### config.mk
export PLATFORM = sky130hd
export DESIGN_NAME = dicd_decoder
export DESIGN_NICKNAME = d
export VERILOG_FILES = /design/src/dicd_pkg.sv /design/src/dicd_decoder.sv
export SDC_FILE = /design/constraint.sdc
export NUM_CORES = 1
export LEC_CHECK = 0
export ABC_AREA = 1
export BUFFER_PORTS_ARGS = -buffer_cell sky130_fd_sc_hd__buf_2
export CORE_ASPECT_RATIO = 0.5
export CORE_UTILIZATION = 25
export CTS_CLUSTER_DIAMETER = 60
export DETAILED_ROUTE_END_ITERATION = 12
export SLEW_MARGIN = 25
export SYNTH_ARGS = -nofsm -noshare
export SYNTH_HDL_FRONTEND = slang
export SYNTH_SLANG_ARGS = --single-unit
### constraint.sdc
create_clock -name clock_in -period 1.7 [get_ports clock_in]
set_clock_uncertainty 0.15 [all_clocks]
set_input_delay 0.17 -clock clock_in [delete_from_list [all_inputs] [get_ports clock_in]]
set_output_delay 0.17 -clock clock_in [all_outputs]
set_load 0.03 [all_outputs]
### src/dicd_pkg.sv
// Purpose: constants for the digital input command decoder
// Assumes: five terminals, six-bit function codes
// Notes:   terminal order is 18, 19, 27, 29, 33 (index 0..4)
package dicd_pkg;
  localparam int NUM_TERM = 5;
  localparam int CODE_W   = 6;
  // function codes
  localparam logic [5:0] FN_NONE         = 6'h00;
  localparam logic [5:0] FN_RESET        = 6'h01;
  localparam logic [5:0] FN_COAST_LOW    = 6'h02;
  localparam logic [5:0] FN_CLEAR_FREE   = 6'h03;
  localparam logic [5:0] FN_QSTOP_LOW    = 6'h04;
  localparam logic [5:0] FN_DCINJ_LOW    = 6'h05;
  localparam logic [5:0] FN_STOP_LOW     = 6'h06;
  localparam logic [5:0] FN_START        = 6'h07;
  localparam logic [5:0] FN_LATCH_START  = 6'h08;
  localparam logic [5:0] FN_REVERSE      = 6'h09;
  localparam logic [5:0] FN_START_REV    = 6'h0a;
  localparam logic [5:0] FN_START_CW     = 6'h0b;
  localparam logic [5:0] FN_START_CCW    = 6'h0c;
  localparam logic [5:0] FN_INCH         = 6'h0d;
  localparam logic [5:0] FN_FREEZE_REF   = 6'h0e;
  localparam logic [5:0] FN_FREEZE_OUT   = 6'h0f;
  localparam logic [5:0] FN_SPEED_UP     = 6'h10;
  localparam logic [5:0] FN_SPEED_DOWN   = 6'h11;
  localparam logic [5:0] FN_ACC_HALT     = 6'h1a;
  localparam logic [5:0] FN_ACC_STARTSTP = 6'h1b;
  localparam logic [5:0] FN_PULSE_REF    = 6'h1c;
  localparam logic [5:0] FN_PULSE_FB     = 6'h1d;
  localparam logic [5:0] FN_PULSE_IN     = 6'h1e;
  localparam logic [5:0] FN_ENC_REF      = 6'h22;
  localparam logic [5:0] FN_ENC_LAST     = 6'h24;
  // defaults after reset, terminals 18/19/27/29/33
  localparam logic [29:0] CODE_RESET_VAL = {6'h00, 6'h0d, 6'h03, 6'h09, 6'h07};
  // timing
  localparam int CLK_HZ        = 50_000_000;
  localparam int PULSE_MIN_MS  = 14;
  localparam int PULSE_MIN_CYC = (CLK_HZ / 1000) * PULSE_MIN_MS;
  localparam int PCNT_W        = 20;
endpackage

### src/dicd_decoder.sv
// Purpose: turns five programmable digital terminals into drive commands
// Assumes: terminal levels synchronous to clock_in; settings written while quiet
// Notes:   a refused code leaves the old code in place and is flagged
`timescale 1ns/1ns
`default_nettype none

// What this block does
// each terminal has its own code selecting its command
// reset defaults: start, reversing, clear-and-freewheel, inch, none
// codes 26/27 only on 18/19, 30 only on 33, 34-36 only 29/33
// pulse codes on terminal 29 refused while output pin in pulse mode
// code 0 terminals ignored entirely
// reset code clears alarm on rising edge, trip-locked alarms stay
// coast-low terminal low disables output stage at once
// clear-and-freewheel low coasts; falling edge resets alarm
// quick-stop low ramps down with quick-stop ramp
// dc halt low brakes only if time and voltage settings nonzero
// stop-low low ramps to standstill on selected ramp
// start is a level: high runs, low stops
// latched start needs 14 ms pulse, latches unless stopped
// reversing flips direction while high, never starts, off in closed loop
// start-reverse runs and reverses; off in closed loop; no other start
// clockwise/anticlockwise start run limited to one direction; in closed loop both still run but limits and reverse stay off
// inch forces jog frequency regardless of start, unless coast/quick/dc
// freeze reference holds, changed only by up/down, kept across stops
// freeze output holds frequency, changed only by up/down
// frozen output stops only by coast, quick-stop or dc from input
// up/down pulses 14 ms high, 14 ms low, one step each; the code steps only while a freeze terminal is high
// inputs synchronised, edges found from synchronised samples
module dicd_decoder
  import dicd_pkg::*;
#(
  parameter int PULSE_CYC = PULSE_MIN_CYC
) (
  // clock and reset
  input  wire logic                 clock_in,
  input  wire logic                 rst_b_in,
  // terminals and settings
  input  wire logic [NUM_TERM-1:0]  term_in,
  input  wire logic                 code_wr_in,
  input  wire logic [2:0]           code_sel_in,
  input  wire logic [CODE_W-1:0]    code_val_in,
  input  wire logic                 out_pin_pulse_mode_in,
  input  wire logic                 closed_loop_in,
  input  wire logic                 dc_time_nonzero_in,
  input  wire logic                 dc_volt_nonzero_in,
  input  wire logic                 alarm_trip_locked_in,
  // configuration readback
  output logic [NUM_TERM*CODE_W-1:0] code_out,
  output logic                       code_refused_out,
  // drive commands
  output logic                       alarm_reset_out,
  output logic                       coast_out,
  output logic                       quick_stop_out,
  output logic                       dc_brake_out,
  output logic                       ramp_stop_out,
  output logic                       run_out,
  output logic                       reverse_out,
  output logic                       dir_limit_cw_out,
  output logic                       dir_limit_ccw_out,
  output logic                       inch_speed_override_out,
  output logic                       freeze_ref_out,
  output logic                       freeze_out_out,
  output logic                       step_up_out,
  output logic                       step_down_out
);

  // stored codes, one per terminal, in term_in bit order
  logic [CODE_W-1:0]   code_reg [NUM_TERM];
  // two sampling stages, one history stage for edges, and a fill marker
  logic [NUM_TERM-1:0] sync1_reg;
  logic [NUM_TERM-1:0] sync2_reg;
  logic [NUM_TERM-1:0] prev_reg;
  logic [2:0]          fill_reg;
  // latched start state
  logic                latch_run_reg;
  logic [PCNT_W-1:0]   hi_cnt_reg;
  logic                latch_ok_reg;
  // up/down qualifiers: high time, low time, armed after a full gap
  logic [PCNT_W-1:0]   up_hi_reg;
  logic [PCNT_W-1:0]   up_lo_reg;
  logic                up_armed_reg;
  logic [PCNT_W-1:0]   dn_hi_reg;
  logic [PCNT_W-1:0]   dn_lo_reg;
  logic                dn_armed_reg;

  // the limit must fit the counter width; the default of 14 ms needs twenty bits
  // counters stop at the limit, so a long hold never wraps into a second step
  localparam logic [PCNT_W-1:0] PULSE_LIM = PCNT_W'(PULSE_CYC);

  // legality of a code on a terminal index
  function automatic logic code_legal(input logic [2:0] t, input logic [5:0] c,
                                      input logic pulse_mode);
    logic ok;
    // codes without a terminal limit are legal everywhere
    ok = 1'b1;
    if (c == FN_ACC_HALT || c == FN_ACC_STARTSTP)
      ok = (t <= 3'd1);
    else if (c == FN_PULSE_IN)
      ok = (t == 3'd4);
    else if (c >= FN_ENC_REF && c <= FN_ENC_LAST)
      ok = (t == 3'd3 || t == 3'd4);
    else if (c == FN_PULSE_REF || c == FN_PULSE_FB)
      ok = (t == 3'd4) || (t == 3'd3 && !pulse_mode);
    else if (c == 6'h12 || c == 6'h19 || c > FN_ENC_LAST)
      ok = 1'b0;                                                 // unassigned codes
    return ok;
  endfunction

  // function settings; refused writes leave the old code
  // an index above the last terminal is ignored and leaves the flag alone
  always_ff @(posedge clock_in or negedge rst_b_in) begin
    if (!rst_b_in) begin
      for (int i = 0; i < NUM_TERM; i++) begin
        code_reg[i] <= CODE_RESET_VAL[i*CODE_W +: CODE_W];
      end
      code_refused_out <= 1'b0;
    end else if (code_wr_in && code_sel_in < 3'(NUM_TERM)) begin
      if (code_legal(code_sel_in, code_val_in, out_pin_pulse_mode_in)) begin
        code_reg[code_sel_in] <= code_val_in;
        code_refused_out <= 1'b0;
      end else begin
        code_refused_out <= 1'b1;
      end
    end
  end

  // synchroniser and edge history
  // presets are not pin levels, so decoding waits until the fill marker is full
  always_ff @(posedge clock_in or negedge rst_b_in) begin
    if (!rst_b_in) begin
      sync1_reg <= '1;
      sync2_reg <= '1;
      prev_reg  <= '1;
      fill_reg  <= '0;
    end else begin
      sync1_reg <= term_in;
      sync2_reg <= sync1_reg;
      prev_reg  <= sync2_reg;
      fill_reg  <= {fill_reg[1:0], 1'b1};
    end
  end

  // per-function decode over all terminals
  logic any_reset_rise, any_clear_fall, any_coast, any_qstop, any_dc, any_stop;
  logic any_start, any_latch, any_rev, any_srev, any_cw, any_ccw, any_inch;
  logic any_fref, any_fout, any_up, any_dn;
  always_comb begin
    {any_reset_rise, any_clear_fall, any_coast, any_qstop, any_dc, any_stop} = '0;
    {any_start, any_latch, any_rev, any_srev, any_cw, any_ccw, any_inch} = '0;
    {any_fref, any_fout, any_up, any_dn} = '0;
    for (int i = 0; i < NUM_TERM; i++) begin
      // code 0 matches no case and contributes nothing; until the
      // pipeline holds real levels every terminal reads as unused
      unique case (fill_reg[2] ? code_reg[i] : FN_NONE)
        FN_RESET:       any_reset_rise |= sync2_reg[i] & ~prev_reg[i];
        FN_COAST_LOW:   any_coast |= ~sync2_reg[i];
        FN_CLEAR_FREE: begin
          any_coast      |= ~sync2_reg[i];
          any_clear_fall |= ~sync2_reg[i] & prev_reg[i];
        end
        FN_QSTOP_LOW:   any_qstop |= ~sync2_reg[i];
        FN_DCINJ_LOW:   any_dc |= ~sync2_reg[i];
        FN_STOP_LOW,
        FN_ACC_HALT:    any_stop |= ~sync2_reg[i];
        FN_START:       any_start |= sync2_reg[i];
        FN_LATCH_START: any_latch |= sync2_reg[i];
        FN_REVERSE:     any_rev |= sync2_reg[i];
        FN_START_REV:   any_srev |= sync2_reg[i];
        FN_START_CW:    any_cw |= sync2_reg[i];
        FN_START_CCW:   any_ccw |= sync2_reg[i];
        FN_INCH:        any_inch |= sync2_reg[i];
        FN_FREEZE_REF:  any_fref |= sync2_reg[i];
        FN_FREEZE_OUT:  any_fout |= sync2_reg[i];
        FN_SPEED_UP:    any_up |= sync2_reg[i];
        FN_SPEED_DOWN:  any_dn |= sync2_reg[i];
        default: ;
      endcase
    end
  end

  // coast, quick stop and live dc braking outrank every start and the inch speed
  logic dc_active;
  logic hard_stop;
  assign dc_active = any_dc & dc_time_nonzero_in & dc_volt_nonzero_in;
  assign hard_stop = any_coast | any_qstop | dc_active;

  // latched start: pulse must stand 14 ms; a stop clears it
  // the latch outlives the pulse; only a stop ends it
  always_ff @(posedge clock_in or negedge rst_b_in) begin
    if (!rst_b_in) begin
      hi_cnt_reg    <= '0;
      latch_ok_reg  <= 1'b0;
      latch_run_reg <= 1'b0;
    end else begin
      if (!any_latch) begin
        hi_cnt_reg   <= '0;
        latch_ok_reg <= 1'b0;
      end else if (hi_cnt_reg < PULSE_LIM) begin
        hi_cnt_reg <= hi_cnt_reg + 1'b1;
      end else begin
        latch_ok_reg <= 1'b1;
      end
      if (any_stop || hard_stop)
        latch_run_reg <= 1'b0;
      else if (latch_ok_reg)
        latch_run_reg <= 1'b1;
    end
  end

  // up/down pulse qualifier: 14 ms high after 14 ms low gives one step while a freeze terminal is high
  always_ff @(posedge clock_in or negedge rst_b_in) begin
    if (!rst_b_in) begin
      up_hi_reg <= '0;
      up_lo_reg <= '0;
      up_armed_reg <= 1'b0;
      dn_hi_reg <= '0;
      dn_lo_reg <= '0;
      dn_armed_reg <= 1'b0;
      step_up_out <= 1'b0;
      step_down_out <= 1'b0;
    end else begin
      step_up_out <= 1'b0;
      step_down_out <= 1'b0;
      // down wins when both are high, so up is blocked then
      if (any_up && !any_dn) begin
        up_lo_reg <= '0;
        if (up_hi_reg < PULSE_LIM)
          up_hi_reg <= up_hi_reg + 1'b1;
        else if (up_armed_reg && (any_fref || any_fout)) begin
          step_up_out  <= 1'b1;
          up_armed_reg <= 1'b0;
        end
      end else begin
        up_hi_reg <= '0;
        if (up_lo_reg < PULSE_LIM)
          up_lo_reg <= up_lo_reg + 1'b1;
        else
          up_armed_reg <= 1'b1;
      end
      if (any_dn) begin
        dn_lo_reg <= '0;
        if (dn_hi_reg < PULSE_LIM)
          dn_hi_reg <= dn_hi_reg + 1'b1;
        else if (dn_armed_reg && (any_fref || any_fout)) begin
          step_down_out <= 1'b1;
          dn_armed_reg  <= 1'b0;
        end
      end else begin
        dn_hi_reg <= '0;
        if (dn_lo_reg < PULSE_LIM)
          dn_lo_reg <= dn_lo_reg + 1'b1;
        else
          dn_armed_reg <= 1'b1;
      end
    end
  end

  // registered command outputs
  // every command leaves from a flip-flop; level commands three cycles after their terminal moves
  always_ff @(posedge clock_in or negedge rst_b_in) begin
    if (!rst_b_in) begin
      alarm_reset_out <= 1'b0;
      coast_out <= 1'b0;
      quick_stop_out <= 1'b0;
      dc_brake_out <= 1'b0;
      ramp_stop_out <= 1'b0;
      run_out <= 1'b0;
      reverse_out <= 1'b0;
      dir_limit_cw_out <= 1'b0;
      dir_limit_ccw_out <= 1'b0;
      inch_speed_override_out <= 1'b0;
      freeze_ref_out <= 1'b0;
      freeze_out_out <= 1'b0;
      code_out <= CODE_RESET_VAL;
    end else begin
      // trip-locked alarms need a power cycle, never an input reset
      alarm_reset_out <= (any_reset_rise | any_clear_fall) & ~alarm_trip_locked_in;
      coast_out       <= any_coast;
      quick_stop_out  <= any_qstop;
      dc_brake_out    <= dc_active;
      // frozen output ignores ramp stops and start loss
      ramp_stop_out   <= any_stop & ~any_fout;
      if (hard_stop)
        run_out <= 1'b0;
      else if (!any_fout)
        run_out <= (any_start | latch_run_reg | any_cw | any_ccw
                    | (any_srev & ~closed_loop_in)) & ~any_stop;
      reverse_out <= ~closed_loop_in & (any_rev | any_srev | any_ccw);
      dir_limit_cw_out  <= any_cw & ~closed_loop_in;
      dir_limit_ccw_out <= any_ccw & ~closed_loop_in;
      inch_speed_override_out <= any_inch & ~hard_stop;
      freeze_ref_out <= any_fref;
      freeze_out_out <= any_fout;
      // readback lags the stored code by one cycle
      for (int i = 0; i < NUM_TERM; i++) begin
        code_out[i*CODE_W +: CODE_W] <= code_reg[i];
      end
    end
  end

endmodule
`default_nettype wire

### Word-level counts from Yosys, hierarchy flattened

Index checks and enable logic that the tools add are counted.

| operators by class | value |
|---|---|
| $add $sub $neg | 5 |
| order comparisons | 12 |
| equal/unequal tests | 110 |
| multiplexer cells | 130 |
| bitwise logic cells | 113 |
| reduce and logical (&&, ||, !) cells | 33 |

Operators by type and width:

| operator | count |
|---|---|
| $eq A6 B4 Y1 const B | 40 |
| $mux W20 | 10 |
| $eq A6 B5 Y1 const B | 22 |
| $eq A6 B3 Y1 const B | 20 |
| $mux W1 | 112 |
| $add A20 B1 Y20 const B | 5 |
| $lt A20 B20 Y1 const B | 5 |
| $or A1 B1 Y1 | 77 |
| $eq A6 B2 Y1 const B | 10 |
| $mux W6 | 6 |
| $bwmux W30 | 1 |
| $eq A6 B1 Y1 const B | 5 |
| $and A1 B1 Y1 | 20 |
| $reduce_or A2 Y1 | 10 |
| $demux W6 S3 | 1 |
| $not A1 Y1 | 15 |
| $ne A2 B1 Y1 const B | 6 |
| $ne A2 B2 Y1 const B | 5 |
| $logic_or A1 B1 Y1 | 8 |
| $logic_and A1 B1 Y1 | 7 |
| $ge A6 B6 Y1 const B | 1 |
| $gt A6 B6 Y1 const B | 1 |
| $le A6 B6 Y1 const B | 1 |
| $reduce_and A3 Y1 | 2 |
| 10 further kinds | 13 |

| storage, ports and cells | value |
|---|---|
| bits in registers | 197 |
| input bits | 22 |
| output and inout bits | 45 |

### Depth between registers and ports, before layout

Gate-level depths: netlist of the first run.

| depth | value |
|---|---|
| depth after elaboration | 18 |
| mapped depth | 16 |

### Worst setup path after synthesis of the first run

OpenSTA, ideal clock, no wires.

| timing path | value |
|---|---|
| kind | register to register |
| start | register code_reg[6] (netlist name) |
| end | register up_lo_reg[13] |
| data arrival time | 1604 ps |
| setup slack | -172 ps |
| stages on the path, launching flop included | 12 |
| period minus slack after synthesis | 1872 ps |
| cell sequence | dfstp_2 > nand2_1 > nor2_1 > and2_1 > nand2_1 > nand3_2 > nor2_8 > nand2_4 > nand2_2 > buf_4 > nand2_1 > o21ai_2 |

| between the ends | value |
|---|---|
| longest elaborated chain between the ends | 8 |
| elaborated cells on any way between the ends | 13 |
| classes of those cells | 2 x eq/ne; 6 x mux; 2 x bitwise; 3 x reduce/logical |

RTL lines:

| what | line | RTL |
|---|---|---|
| start, declared | dicd_decoder.sv:69 | `logic [CODE_W-1:0] code_reg [NUM_TERM];` |
| start signal, assigned by index | dicd_decoder.sv:115 | `code_reg[i] <= CODE_RESET_VAL[i*CODE_W +: CODE_W];` |
| start signal, assigned by index | dicd_decoder.sv:120 | `code_reg[code_sel_in] <= code_val_in;` |
| $mux W6 * | dicd_decoder.sv:155 | `unique case (fill_reg[2] ? code_reg[i] : FN_NONE)` |
| $eq A6 B5 Y1 | dicd_decoder.sv:155 |  |
| $mux W1 | dicd_decoder.sv:155 |  |
| $or A1 B1 Y1 | dicd_decoder.sv:176 | `FN_SPEED_DOWN: any_dn \|= sync2_reg[i];` |
| $mux W1 | dicd_decoder.sv:155 |  |
| $logic_not A1 Y1 | dicd_decoder.sv:226 | `if (any_up && !any_dn) begin` |
| $logic_and A1 B1 Y1 * | dicd_decoder.sv:226 |  |
| $mux W20 / $reduce_bool A2 Y1 (equally long branches) | - |  |
| end signal, assigned | dicd_decoder.sv:237 | `up_lo_reg <= up_lo_reg + 1'b1;` |
| end, declared | dicd_decoder.sv:81 | `logic [PCNT_W-1:0] up_lo_reg;` |

Every way passes the cells marked *; elsewhere a longest branch is shown, timed or not.
A chain may end at the register's enable or synchronous reset.

### Worst setup path in the final report of the first run

| timing path | value |
|---|---|
| start | register fill_reg[2] |
| end | register up_lo_reg[13] |

| between the ends | value |
|---|---|
| longest elaborated chain between the ends | 14 |
| elaborated cells on any way between the ends | 37 |
| classes of those cells | 10 x eq/ne; 16 x mux; 8 x bitwise; 3 x reduce/logical |

RTL lines:

| what | line | RTL |
|---|---|---|
| start, declared | dicd_decoder.sv:74 | `logic [2:0] fill_reg;` |
| start signal, assigned | dicd_decoder.sv:140 | `fill_reg <= {fill_reg[1:0], 1'b1};` |
| $mux W6 | dicd_decoder.sv:155 |  |
| $eq A6 B5 Y1 | dicd_decoder.sv:155 |  |
| $mux W1 | dicd_decoder.sv:155 |  |
| $or A1 B1 Y1 | dicd_decoder.sv:176 |  |
| $mux W1 | dicd_decoder.sv:155 |  |
| $or A1 B1 Y1 | dicd_decoder.sv:176 |  |
| $mux W1 | dicd_decoder.sv:155 |  |
| $or A1 B1 Y1 | dicd_decoder.sv:176 |  |
| $mux W1 | dicd_decoder.sv:155 |  |
| $or A1 B1 Y1 | dicd_decoder.sv:176 |  |
| $mux W1 | dicd_decoder.sv:155 |  |
| $logic_not A1 Y1 | dicd_decoder.sv:226 |  |
| $logic_and A1 B1 Y1 * | dicd_decoder.sv:226 |  |
| $mux W20 / $reduce_bool A2 Y1 (equally long branches) | - |  |

Marks and branches as above.

==> impl_results.md, run 1 <==
- Routed wire length: 34400 µm
- Largest net degree at the start of global routing: 46
- Hold depth: 4
- Pwr dens: 877 nW/µm²
- Util after Layout: about 37%
- WL/cell: 13.6 µm
- Hold Vio Cnt, Final: 0
- DP HPWL: 26100 µm
- Gpl congestion: about 0.96
- Synthesized flop and latch total: 197
- Setup slack, reg-to-reg: -0.41 ns
- Die Area: ~45000 µm²
- Synthesized instance count: around 1500
- Row count: 54
- Reg2Reg Depth: 15
- Final period utilization: 124%
- DRT antenna net count: 0
- Via count: ~11000
- Synthesized Nets: 1542
- Peak Freq: 474 MHz
- Commonest cells post-synth: nand2_1 (401), nor2_1 (224), inv_1 (166), dfrtp_1 (162), nand3_1 (132)
- Critical path's most frequent cell: nand2_2
- HP Start: code_val_in[5]
- Crit end category: register
- Detailed Route Iter0 Violations: 811
- CP Class: register to register
- Clock-pin slew on the worst setup and hold paths: ~0.08 ns
- Setup violations, final: 118
- Tmin final: around 2.1 ns
- Post-synth ARST share: 100%
- Req. time, crit path: 1.91 ns
- CORE AREA: 43700 µm²
- # diodes: 0
- Origin of the critical flop-to-flop path: fill_reg[2]
- Syn-to-layout area delta: 44.3%
- Synth top area cells: dfrtp_1 (36%), nand2_1 (14%), dfstp_2 (8.3%)
- Nets: between 1500 and 2000
- Status: finished with violations
- Avg Cell Area, Syn: approximately 7.3 µm²
- H-Tree Depth: 4
- Unique masters post-synth: 46
- Total grt overflow: 0
- Mapped Area: 11100 µm²
- Vias/cell: around 4.5
- Drt pass-1 iters: 5
- Leak: ~0.0078 µW
- Die span in y: 151 µm
- Post-Place Cells: 2464
- Fill cell count: 4515
- Crit-path slowest cell: dfrtp_2
- DRC: 0
- Max Root-Sink Buffers: 2
- CTS tree: built
- Starting Density: 25.5%
- Max-slew violations: 0
- Synth Warn #: 0
- Crit path max fanout: 13
- Number of flops mapped to enable cells by yosys: 0
- First-pass GRT wire length: 54200 µm
- Worst-skew pair later-pin latency: 0.46 ns
- Seq/Total Area, Yosys: 44.7%
- Unrepaired setup endpoints after global routing: true
- GR Util All Layers: 15.0%
- Root Driver: clkbuf_16
- CP arrival: ~2.3 ns
- PnR worst setup slack: -0.410 ns
- Crit path from: fill_reg[2]
- Worst hold slack: 0.0154 ns
- Share of cells above drive strength 1: 32.5%
- Most numerous cell in the Yosys netlist: nand2_1
- Peak VDD IR: 0.729 mV
- Multi-input gate area: 5820 µm²
- Ys flop type: dfrtp_1
- Total clock buffers created by CTS: 17
- I/O pin count: 67
- Synth top area share: between 30 and 40%
- Critical Path Max Stage Delay: 0.43 ns
- HP Class: input port to register
- Initial antenna violation count: 0
- Vias in the first global route: 10800
- Cell Count, Final, Fillers Out: 2524
- Failing checks: negative setup slack
- Crit path cell chain: buf_12 -> clkbuf_16 -> nand2_2 -> nand2_2 -> nor2_1 -> nand2_1 -> nand2_2 -> nor2_2 -> nand2_2 -> nand2_8 -> inv_2 -> buf_12 -> nor2_1 -> nand2_1 -> o21ai_2
- Die X: approximately 300 µm
- # port buffers: 66
- Sequential cell area: 4970 µm²
- Area leader, netlist: dfrtp_1
- Max-cap violations: 0
- Clk sinks: 197
- Startpoint Class: register
## critical path, delay by kind of cell (launching register included)
kind	cells	cell delay, ns
compound gates	1	0.05
buf+inv	4	0.54
flops	1	0.43
simple gates	10	0.85
## what timing repair did
item,4_1_cts,5_1_grt
cloned,0,5
endpoints found under the setup margin,117,149
resized for setup,17,146
hold buffers,18,0
endpoints found under the hold margin,194,0
pin swaps,2,16
buffers inserted,0,6
## worst paths after layout
check,endpoint
worst max register to register,up_lo_reg[13]
worst min register to register,fill_reg[1]
worst max-delay path,up_lo_reg[13]
max in group asynchronous,up_lo_reg[19]
min in group asynchronous,code_reg[4]
worst min-delay path,code_reg[11]
## layout by cell type, fill, tap and decap left out, types with 4 or more instances in the layout
cell	netlist	layout
buf_4	5	313
nor3b_1	4	4
dlygate4sd3_1	0	17
buf_12	1	9
buf_6	6	11
inv_6	0	5
o21ai_1	14	22
xor2_1	37	37
nand2_4	1	10
ha_1	5	5
nand4_1	68	68
buf_2	12	65
nor3_2	0	5
nand3_2	3	18
dfrtp_1	162	161
nor2_1	224	182
nor3_1	49	43
o21a_1	7	7
xnor2_1	6	6
nand3b_1	5	5
a21oi_1	35	29
nand3_1	132	115
o21ai_0	65	53
o21ai_2	6	10
nor2_4	2	12
inv_2	6	5
o31ai_1	9	4
dfstp_2	35	35
clkbuf_16	0	21
nor4_1	6	5
o31ai_2	2	4
inv_8	0	7
nor2_2	4	36
inv_4	0	6
nand2_2	14	32
a21oi_2	1	7
inv_1	166	161
nand2_1	401	372
## per-layer routing
metal  wire length, µm  global-route usage [%]
met5                 0                       0
met3              1340                    2.05
met1             15600                    19.2
met2             16900                    26.3
met4               632                    4.54
## power by group
part / switching (µW) / internal (µW) / leakage (µW)
Clock: 2130 / 1980 / 0.000287
Combinational: 2440 / 1750 / 0.00493
Sequential: 457 / 5340 / 0.00255
## kinds of logic after synthesis
group                    Yosys count  share of synthesized area, %
adder cells (fa/ha/maj)            5                         0.562
buffers and inverters            205                          7.87
AO/OA/AOI/OAI                    147                          7.52
AND/OR/NAND/NOR                  917                          35.9
XOR/XNOR                          43                          3.38
other                              1                        0.0337
flip-flops                       197                          44.7
## area by class of cell
class                           count  share of cell area, %
Clock buffer                       17                   2.65
Clock inverter                     15                  0.966
Multi-Input combinational cell   1113                   36.2
Timing Repair Buffer              421                   20.4
Tap cell                          588                   4.58
Sequential cell                   197                   31.0
Inverter                          173                   4.19
## metrics by stage
| step | worst slack [ns] | setup TNS, ns | total power (µW) | instance area (µm²) |
|---|---|---|---|---|
| CTS | -0.365 | -36.59 | 13800 | 15400 |
| finish | -0.410 | -35.18 | 14100 | 16100 |
| global route | -0.525 | -47.48 | 14800 | 16100 |
| global placement | -0.369 | -33.23 | 9590 | 14600 |
| floorplan | -0.147 | -7.95 | 7750 | 11200 |
| detailed placement | -0.400 | -38.85 | 9630 | 14600 |
Note: power is estimated with default switching activity, not from simulation.
==> run 2: changes to the inputs <==
Settings changed: PLACE_DENSITY from default to 0.41.
Clock period 1.7 ns to 1.8 ns, I/O delays scaled along.
==> run 2 against run 1 <==
Effect of this change: the run still ends with negative setup slack left; cell area is 3.2% lower; worst hold slack better by 0.015 ns; utilization is 1.2 points lower; total power is 5.8% lower; combinational power is 9.6% lower; setup slack better by 0.075 ns; clock power is 1% lower; critical path type unchanged; critical endpoint is now step_up_out; largest cell class unchanged.
==> impl_results.md, run 2 (synthesis results as in run 1) <==
- Max Root-Sink Buffers: 2 (unchanged)
- Startpoint Class: register
- Final period utilization: 119% (-5.5 points)
- Routed wire length: 35600 µm (+3.5%)
- Max-cap violations: 0 (unchanged)
- Gpl congestion: 0.893 (-7.0%)
- CP Class: register to register
- Vias/cell: 4.40 (-1.9%)
- Peak VDD IR: 0.682 mV (-6.4%)
- Reg power frac: 41.0% (-0.2 points)
- WL/cell: 14.3 µm (+4.9%)
- CORE AREA: 43700 µm² (unchanged)
- Most common cell after layout, fill and taps aside: nand2_1
- Total clock buffers created by CTS: 17 (unchanged)
- Unrepaired setup endpoints after global routing: true
- I/O pin count: 67 (unchanged)
- Leak: 0.00754 µW (-3.0%)
- Crit path max fanout: 18 (+5)
- GR Util All Layers: 16.1% (+1.1 points)
- Pwr dens: 854 nW/µm² (-2.7%)
- Util after Layout: 35.6% (-1.2 points)
- # diodes: 0 (unchanged)
- CTS tree: built
- Comb pwr share: 28.5% (-1.2 points)
- Worst-skew pair later-pin latency: 0.47 ns (about the same)
- Total grt overflow: 0 (unchanged)
- Nets: 1917 (-1.7%)
- Die X: 300 µm (unchanged)
- Worst hold slack: 0.0308 ns (+0.0155 ns)
- Switching fraction of total power: 34.5% (-1.1 points)
- First-pass GRT wire length: 56900 µm (+5.1%)
- Clock-pin slew on the worst setup and hold paths: 0.08 ns (about the same)
- NetSw: 4580 µW (-8.8%)
- Status: finished with violations
- Drt pass-1 iters: 5 (unchanged)
- Fill cell count: 4626 (+2.5%)
- Detailed Route Iter0 Violations: 773 (-4.7%)
- Crit end category: register
- Initial antenna violation count: 0 (unchanged)
- Root Driver: clkbuf_16
- Die Area: 45400 µm² (unchanged)
- DP HPWL: 27800 µm (+6.6%)
- Setup violations, final: 113 (-4.2%)
- Starting Density: 25.5% (unchanged)
- Req. time, crit path: 2.04 ns (+0.13 ns)
- Slew @ Worst Pin: 0.568 ns
- DRT antenna net count: 0 (unchanged)
- Die span in y: 151 µm (unchanged)
- HP Class: input port to register
- Tmin final: 2.13 ns (+0.0250 ns)
- H-Tree Depth: 4 (unchanged)
- Row count: 54 (unchanged)
- Hold Vio Cnt, Final: 0 (unchanged)
- CP arrival: 2.37 ns (+0.05 ns)
- Clk pwr share: 30.5% (+1.4 points)
- Max-slew violations: 0 (unchanged)
- Most frequent cells in the layout: nand2_1 (388), buf_4 (291), nor2_1 (185), dfrtp_1 (161), inv_1 (160)
- DRC: 0 (unchanged)
- Failing checks: negative setup slack
- Internal power: 8690 µW (-4.2%)
- Clk sinks: 197 (unchanged)
- Setup TNS: -26.09 ns (+9.09 ns)
- Peak Freq: 468 MHz (-1.2%)
- Syn-to-layout area delta: 39.7%
- Max_slew headroom: between 60% and 70%
- PnR worst setup slack: -0.335 ns (+0.0750 ns)
- Largest net degree at the start of global routing: 47 (+2.2%)
- Share of cells above drive strength 1: 29.7% (-2.9 points)
- Via count: 11000 (-3.2%)
- Vias in the first global route: 10600 (-2.4%)
- Dpl ws: -0.411 ns (-0.0106 ns)
- # port buffers: 66 (unchanged)
[run 2: cell types whose count changed in the layout (fill, tap and decap cells not counted), sizes merged]
cell          previous run  this run
buf                    399       370
bufinv                   0         2
clkbuf                  22        20
clkinv                   3         4
clkinvlp                 1         0
dlygate4sd3             17        15
dlymetal6s4s             0         2
inv                    184       180
[run 2: power by group through the flow]
stage / Combinational, µW / Sequential [µW] / Clock (µW)
4_1_cts: 3690 / 5440 / 4200
6_report: 3780 / 5440 / 4040
2_1_floorplan: 1450 / 5860 / 0
3_3_place_gp: 3590 / 5530 / 0
5_1_grt: 4170 / 5520 / 4360
3_5_place_dp: 3570 / 5520 / 0
[run 2: critical path: stages (launching register included)]
cell and delay [ns]:
dfrtp_2 0.46, buf_12 0.18, nand2_2 0.08, nor2_2 0.04, and2_1 0.16, nand2_1 0.08
nand3_2 0.11, nor2_8 0.22, nand3_1 0.15, buf_6 0.17, buf_4 0.13, nor2_1 0.12
[run 2: what timing repair did]
action                                 4_1_cts  5_1_grt
setup buffers                                0        2
cloned                                       0        1
endpoints found under the hold margin      200        0
gates resized for setup                     45       65
hold buffers                                17        0
setup endpoints to repair                  117      148
pin swaps                                    0        7
[run 2: path summary, 6_finish.rpt]
check	from	end	slack, ns	cells after the start
max reg2reg	fill_reg[2]	step_up_out	-0.33	11
max in group asynchronous	rst_b_in	code_reg[24]	0.74	3
min	code_sel_in[0]	code_reg[24]	0.03	5
min reg2reg	fill_reg[0]	fill_reg[1]	0.20	0
max	fill_reg[2]	step_up_out	-0.33	11
min in group asynchronous	rst_b_in	dn_hi_reg[9]	0.08	2
[run 2: metrics by stage]
stage | power, µW | instances | instance area (µm²)
floorplan | 7310 | 1515 | 11200
global placement | 9120 | 2439 | 14400
detailed placement | 9090 | 2439 | 14400
CTS | 13300 | 2488 | 15300
global route | 14000 | 2491 | 15500
finish | 13300 | 2491 | 15500
[run 2: layer usage]
| metal | global-route usage, % | up-vias | share of wire (%) |
|---|---|---|---|
| met3 | 2.41 | 24 | 3.1 |
| met4 | 4.18 | 0 | 1.1 |
| met2 | 24.3 | 159 | 43 |
| met5 | 0 | - | 0 |
| li1 | - | 5667 | - |
| met1 | 23.7 | 5105 | 53 |
[run 2: final cells by class]
type | instances | area (µm²) | share of cell area [%]
Clock inverter | 13 | 159 | 1.02
Timing Repair Buffer | 388 | 2940 | 18.9
Tap cell | 588 | 736 | 4.73
Sequential cell | 197 | 4970 | 32.0
Multi-Input combinational cell | 1113 | 5630 | 36.2
Clock buffer | 19 | 443 | 2.85
Inverter | 173 | 658 | 4.23
==> run 3: changes to the inputs <==
Settings changed: SETUP_SLACK_MARGIN from default to 0.5.
==> run 3 against run 2 <==
Effect of this change: the run still ends with negative setup slack left; via count is 0.85% higher; register-to-register slack gained 0.02 ns; worst hold slack worse by 0.011 ns; first-iteration DRC count shrank 21%; total power rose by 5.7%; non-clock buffer count up 8; count of clock-buffer cells in the layout is the same; maximum frequency rose by 0.93%; utilization is 2.8 points higher; sequential power is 1% higher; critical path depth increased by 2; critical endpoint is now dn_lo_reg[19]; largest cell class unchanged.
==> impl_results.md, run 3 (synthesis results as in run 1) <==
- Worst hold slack: 0.0202 ns (-0.0106 ns)
- Die span in y: 151 µm (unchanged)
- Crit path max fanout: 8 (-10)
- I/O pin count: 67 (unchanged)
- Clk sinks: 197 (unchanged)
- Root Driver: clkbuf_16
- Gpl congestion: 0.873 (-2.2%)
- Peak VDD IR: 0.720 mV (+5.6%)
- Die Area: 45400 µm² (unchanged)
- Post-Layout Inst Area: 16800 µm² (+7.9%)
- DP HPWL: 27300 µm (-1.9%)
- Total grt overflow: 0 (unchanged)
- Overall power: 14000 µW (+5.7%)
- Final period utilization: 117% (-1.1 points)
- Unrepaired setup endpoints after global routing: true
- CORE AREA: 43700 µm² (unchanged)
- Vias in the first global route: 10800 (+1.9%)
- GR Util All Layers: 16.5% (+0.38 points)
- Status: finished with violations
- Starting Density: 25.5% (unchanged)
- Max-cap violations: 0 (unchanged)
- Clock-pin slew on the worst setup and hold paths: 0.07 ns (about the same)
- Dpl ws: -0.431 ns (-0.0197 ns)
- Share of cells above drive strength 1: 34.7% (+5.0 points)
- Pwr dens: 836 nW/µm² (-2.1%)
- Placed instance area: 14300 µm² (-0.64%)
- H-Tree Depth: 4 (unchanged)
- DRT antenna net count: 0 (unchanged)
- WP buf/inv: 6 (+3)
- Tmin final: 2.11 ns (-0.0196 ns)
- Multi-input gate area: 6180 µm² (+9.8%)
- Startpoint Class: register
- # port buffers: 66 (unchanged)
- First-pass GRT wire length: 58400 µm (+2.5%)
- CTS tree: built
- Slew @ Worst Pin: 0.499 ns (-0.0685 ns)
- Routed wire length: 36500 µm (+2.4%)
- Req. time, crit path: 2.04 ns (about the same)
- Max-slew violations: 0 (unchanged)
- Syn-to-layout area delta: 50.7%
- Die X: 300 µm (unchanged)
- Hold Vio Cnt, Final: 0 (unchanged)
- Critical path's top delay family: buffers and inverters
- Row count: 54 (unchanged)
- Detailed Route Iter0 Violations: 613 (-21%)
- PnR worst setup slack: -0.315 ns (+0.0196 ns)
- Failing checks: negative setup slack
- # diodes: 0 (unchanged)
- Fill cell count: 4509 (-2.5%)
- Crit-path slowest cell: dfrtp_2
- Max Root-Sink Buffers: 2 (unchanged)
- Nets: 1928 (+0.57%)
- CP arrival: 2.36 ns (about the same)
- Worst-skew pair later-pin latency: 0.48 ns (about the same)
- Most frequent cells in the layout: nand2_1 (363), buf_4 (257), nor2_1 (165), dfrtp_1 (161), inv_1 (154)
- Drt pass-1 iters: 7 (+2)
- Setup violations, final: 117 (+3.5%)
- Via count: 11000 (+0.85%)
- DRC: 0 (unchanged)
- Most common cell after layout, fill and taps aside: nand2_1
- Max_slew headroom: 66.3% (+4.6 points)
- Peak Freq: 473 MHz (+0.93%)
- Leak: 0.00783 µW (+3.9%)
- Util after Layout: 38.4% (+2.8 points)
- Crit path cell chain: buf_12 -> buf_8 -> nand2_8 -> nand3_4 -> nor2_4 -> nand2_2 -> nand3_4 -> nor2_8 -> buf_6 -> inv_8 -> buf_6 -> buf_4 -> a21oi_2
- Initial antenna violation count: 0 (unchanged)
- Crit end category: register
- Total clock buffers created by CTS: 17 (unchanged)
- Largest net degree at the start of global routing: 38 (-19%)
- Vias/cell: 4.42 (+0.41%)
- WL/cell: 14.6 µm (+2.0%)
- Critical Path Max Stage Delay: 0.46 ns (about the same)
- HP Class: input port to register
- CP Class: register to register
- Sequential cell area: 4970 µm² (unchanged)
-- run 3: cell count changes in the layout (fill, tap and decap cells not counted), sizes merged --
cell,before,now
clkinv,4,11
dlygate4sd3,15,21
inv,180,175
clkbuf,20,23
dlymetal6s4s,2,0
buf,370,371
bufinv,2,1
clkinvlp,0,1
nand2,416,417
-- run 3: what timing repair did --
action | 4_1_cts | 5_1_grt
cloned | 5 | 3
endpoints found under the setup margin | 169 | 194
pin swaps | 11 | 45
hold endpoints to repair | 200 | 0
resized for setup | 172 | 245
hold buffers | 22 | 0
setup buffers | 13 | 18
-- run 3: layout make-up --
type,instances,area share [%]
clock buffer,19,2.64
clock inverter,13,0.880
inverter,173,4.13
multi-input combinational,1114,36.9
sequential,197,29.7
tap,588,4.39
timing repair buffer,396,21.3
timing repair inverter,2,0.0970
-- run 3: tightest hold or removal path: stages --
cell	delay [ns]
buf_4	0.14
buf_4	0.15
nand4_1	0.10
nand2_1	0.06
-- run 3: final timing paths --
path / from / to / slack, ns / cells past startpoint
min in group asynchronous: rst_b_in / dn_hi_reg[4] / 0.04 / 2
worst min register to register: sync1_reg[0] / sync2_reg[0] / 0.21 / 0
max in group asynchronous: rst_b_in / code_out[12] / 0.83 / 3
worst min-delay path: code_val_in[3] / code_reg[9] / 0.02 / 4
worst max register to register: fill_reg[2] / dn_lo_reg[19] / -0.31 / 13
worst max-delay path: fill_reg[2] / dn_lo_reg[19] / -0.31 / 13
-- run 3: metal layers --
| layer | routed length [µm] | global-route usage [%] |
|---|---|---|
| met1 | 18600 | 23.8 |
| met3 | 1080 | 2.95 |
| met2 | 16300 | 25.2 |
| met5 | 0 | 0 |
| met4 | 456 | 4.31 |
-- run 3: metrics by stage --
stage          instances  TNS (ns)
5_1_grt             2502    -39.82
6_report            2502    -25.98
2_1_floorplan       1515    -0.741
4_1_cts             2481    -31.02
3_5_place_dp        2409    -27.59
3_3_place_gp        2409    -27.39
-- run 3: report_power, final --
group          switching (µW)  internal, µW  total (µW)
sequential                456          5050        5510
clock                    1950          1990        3950
combinational            2530          2040        4570
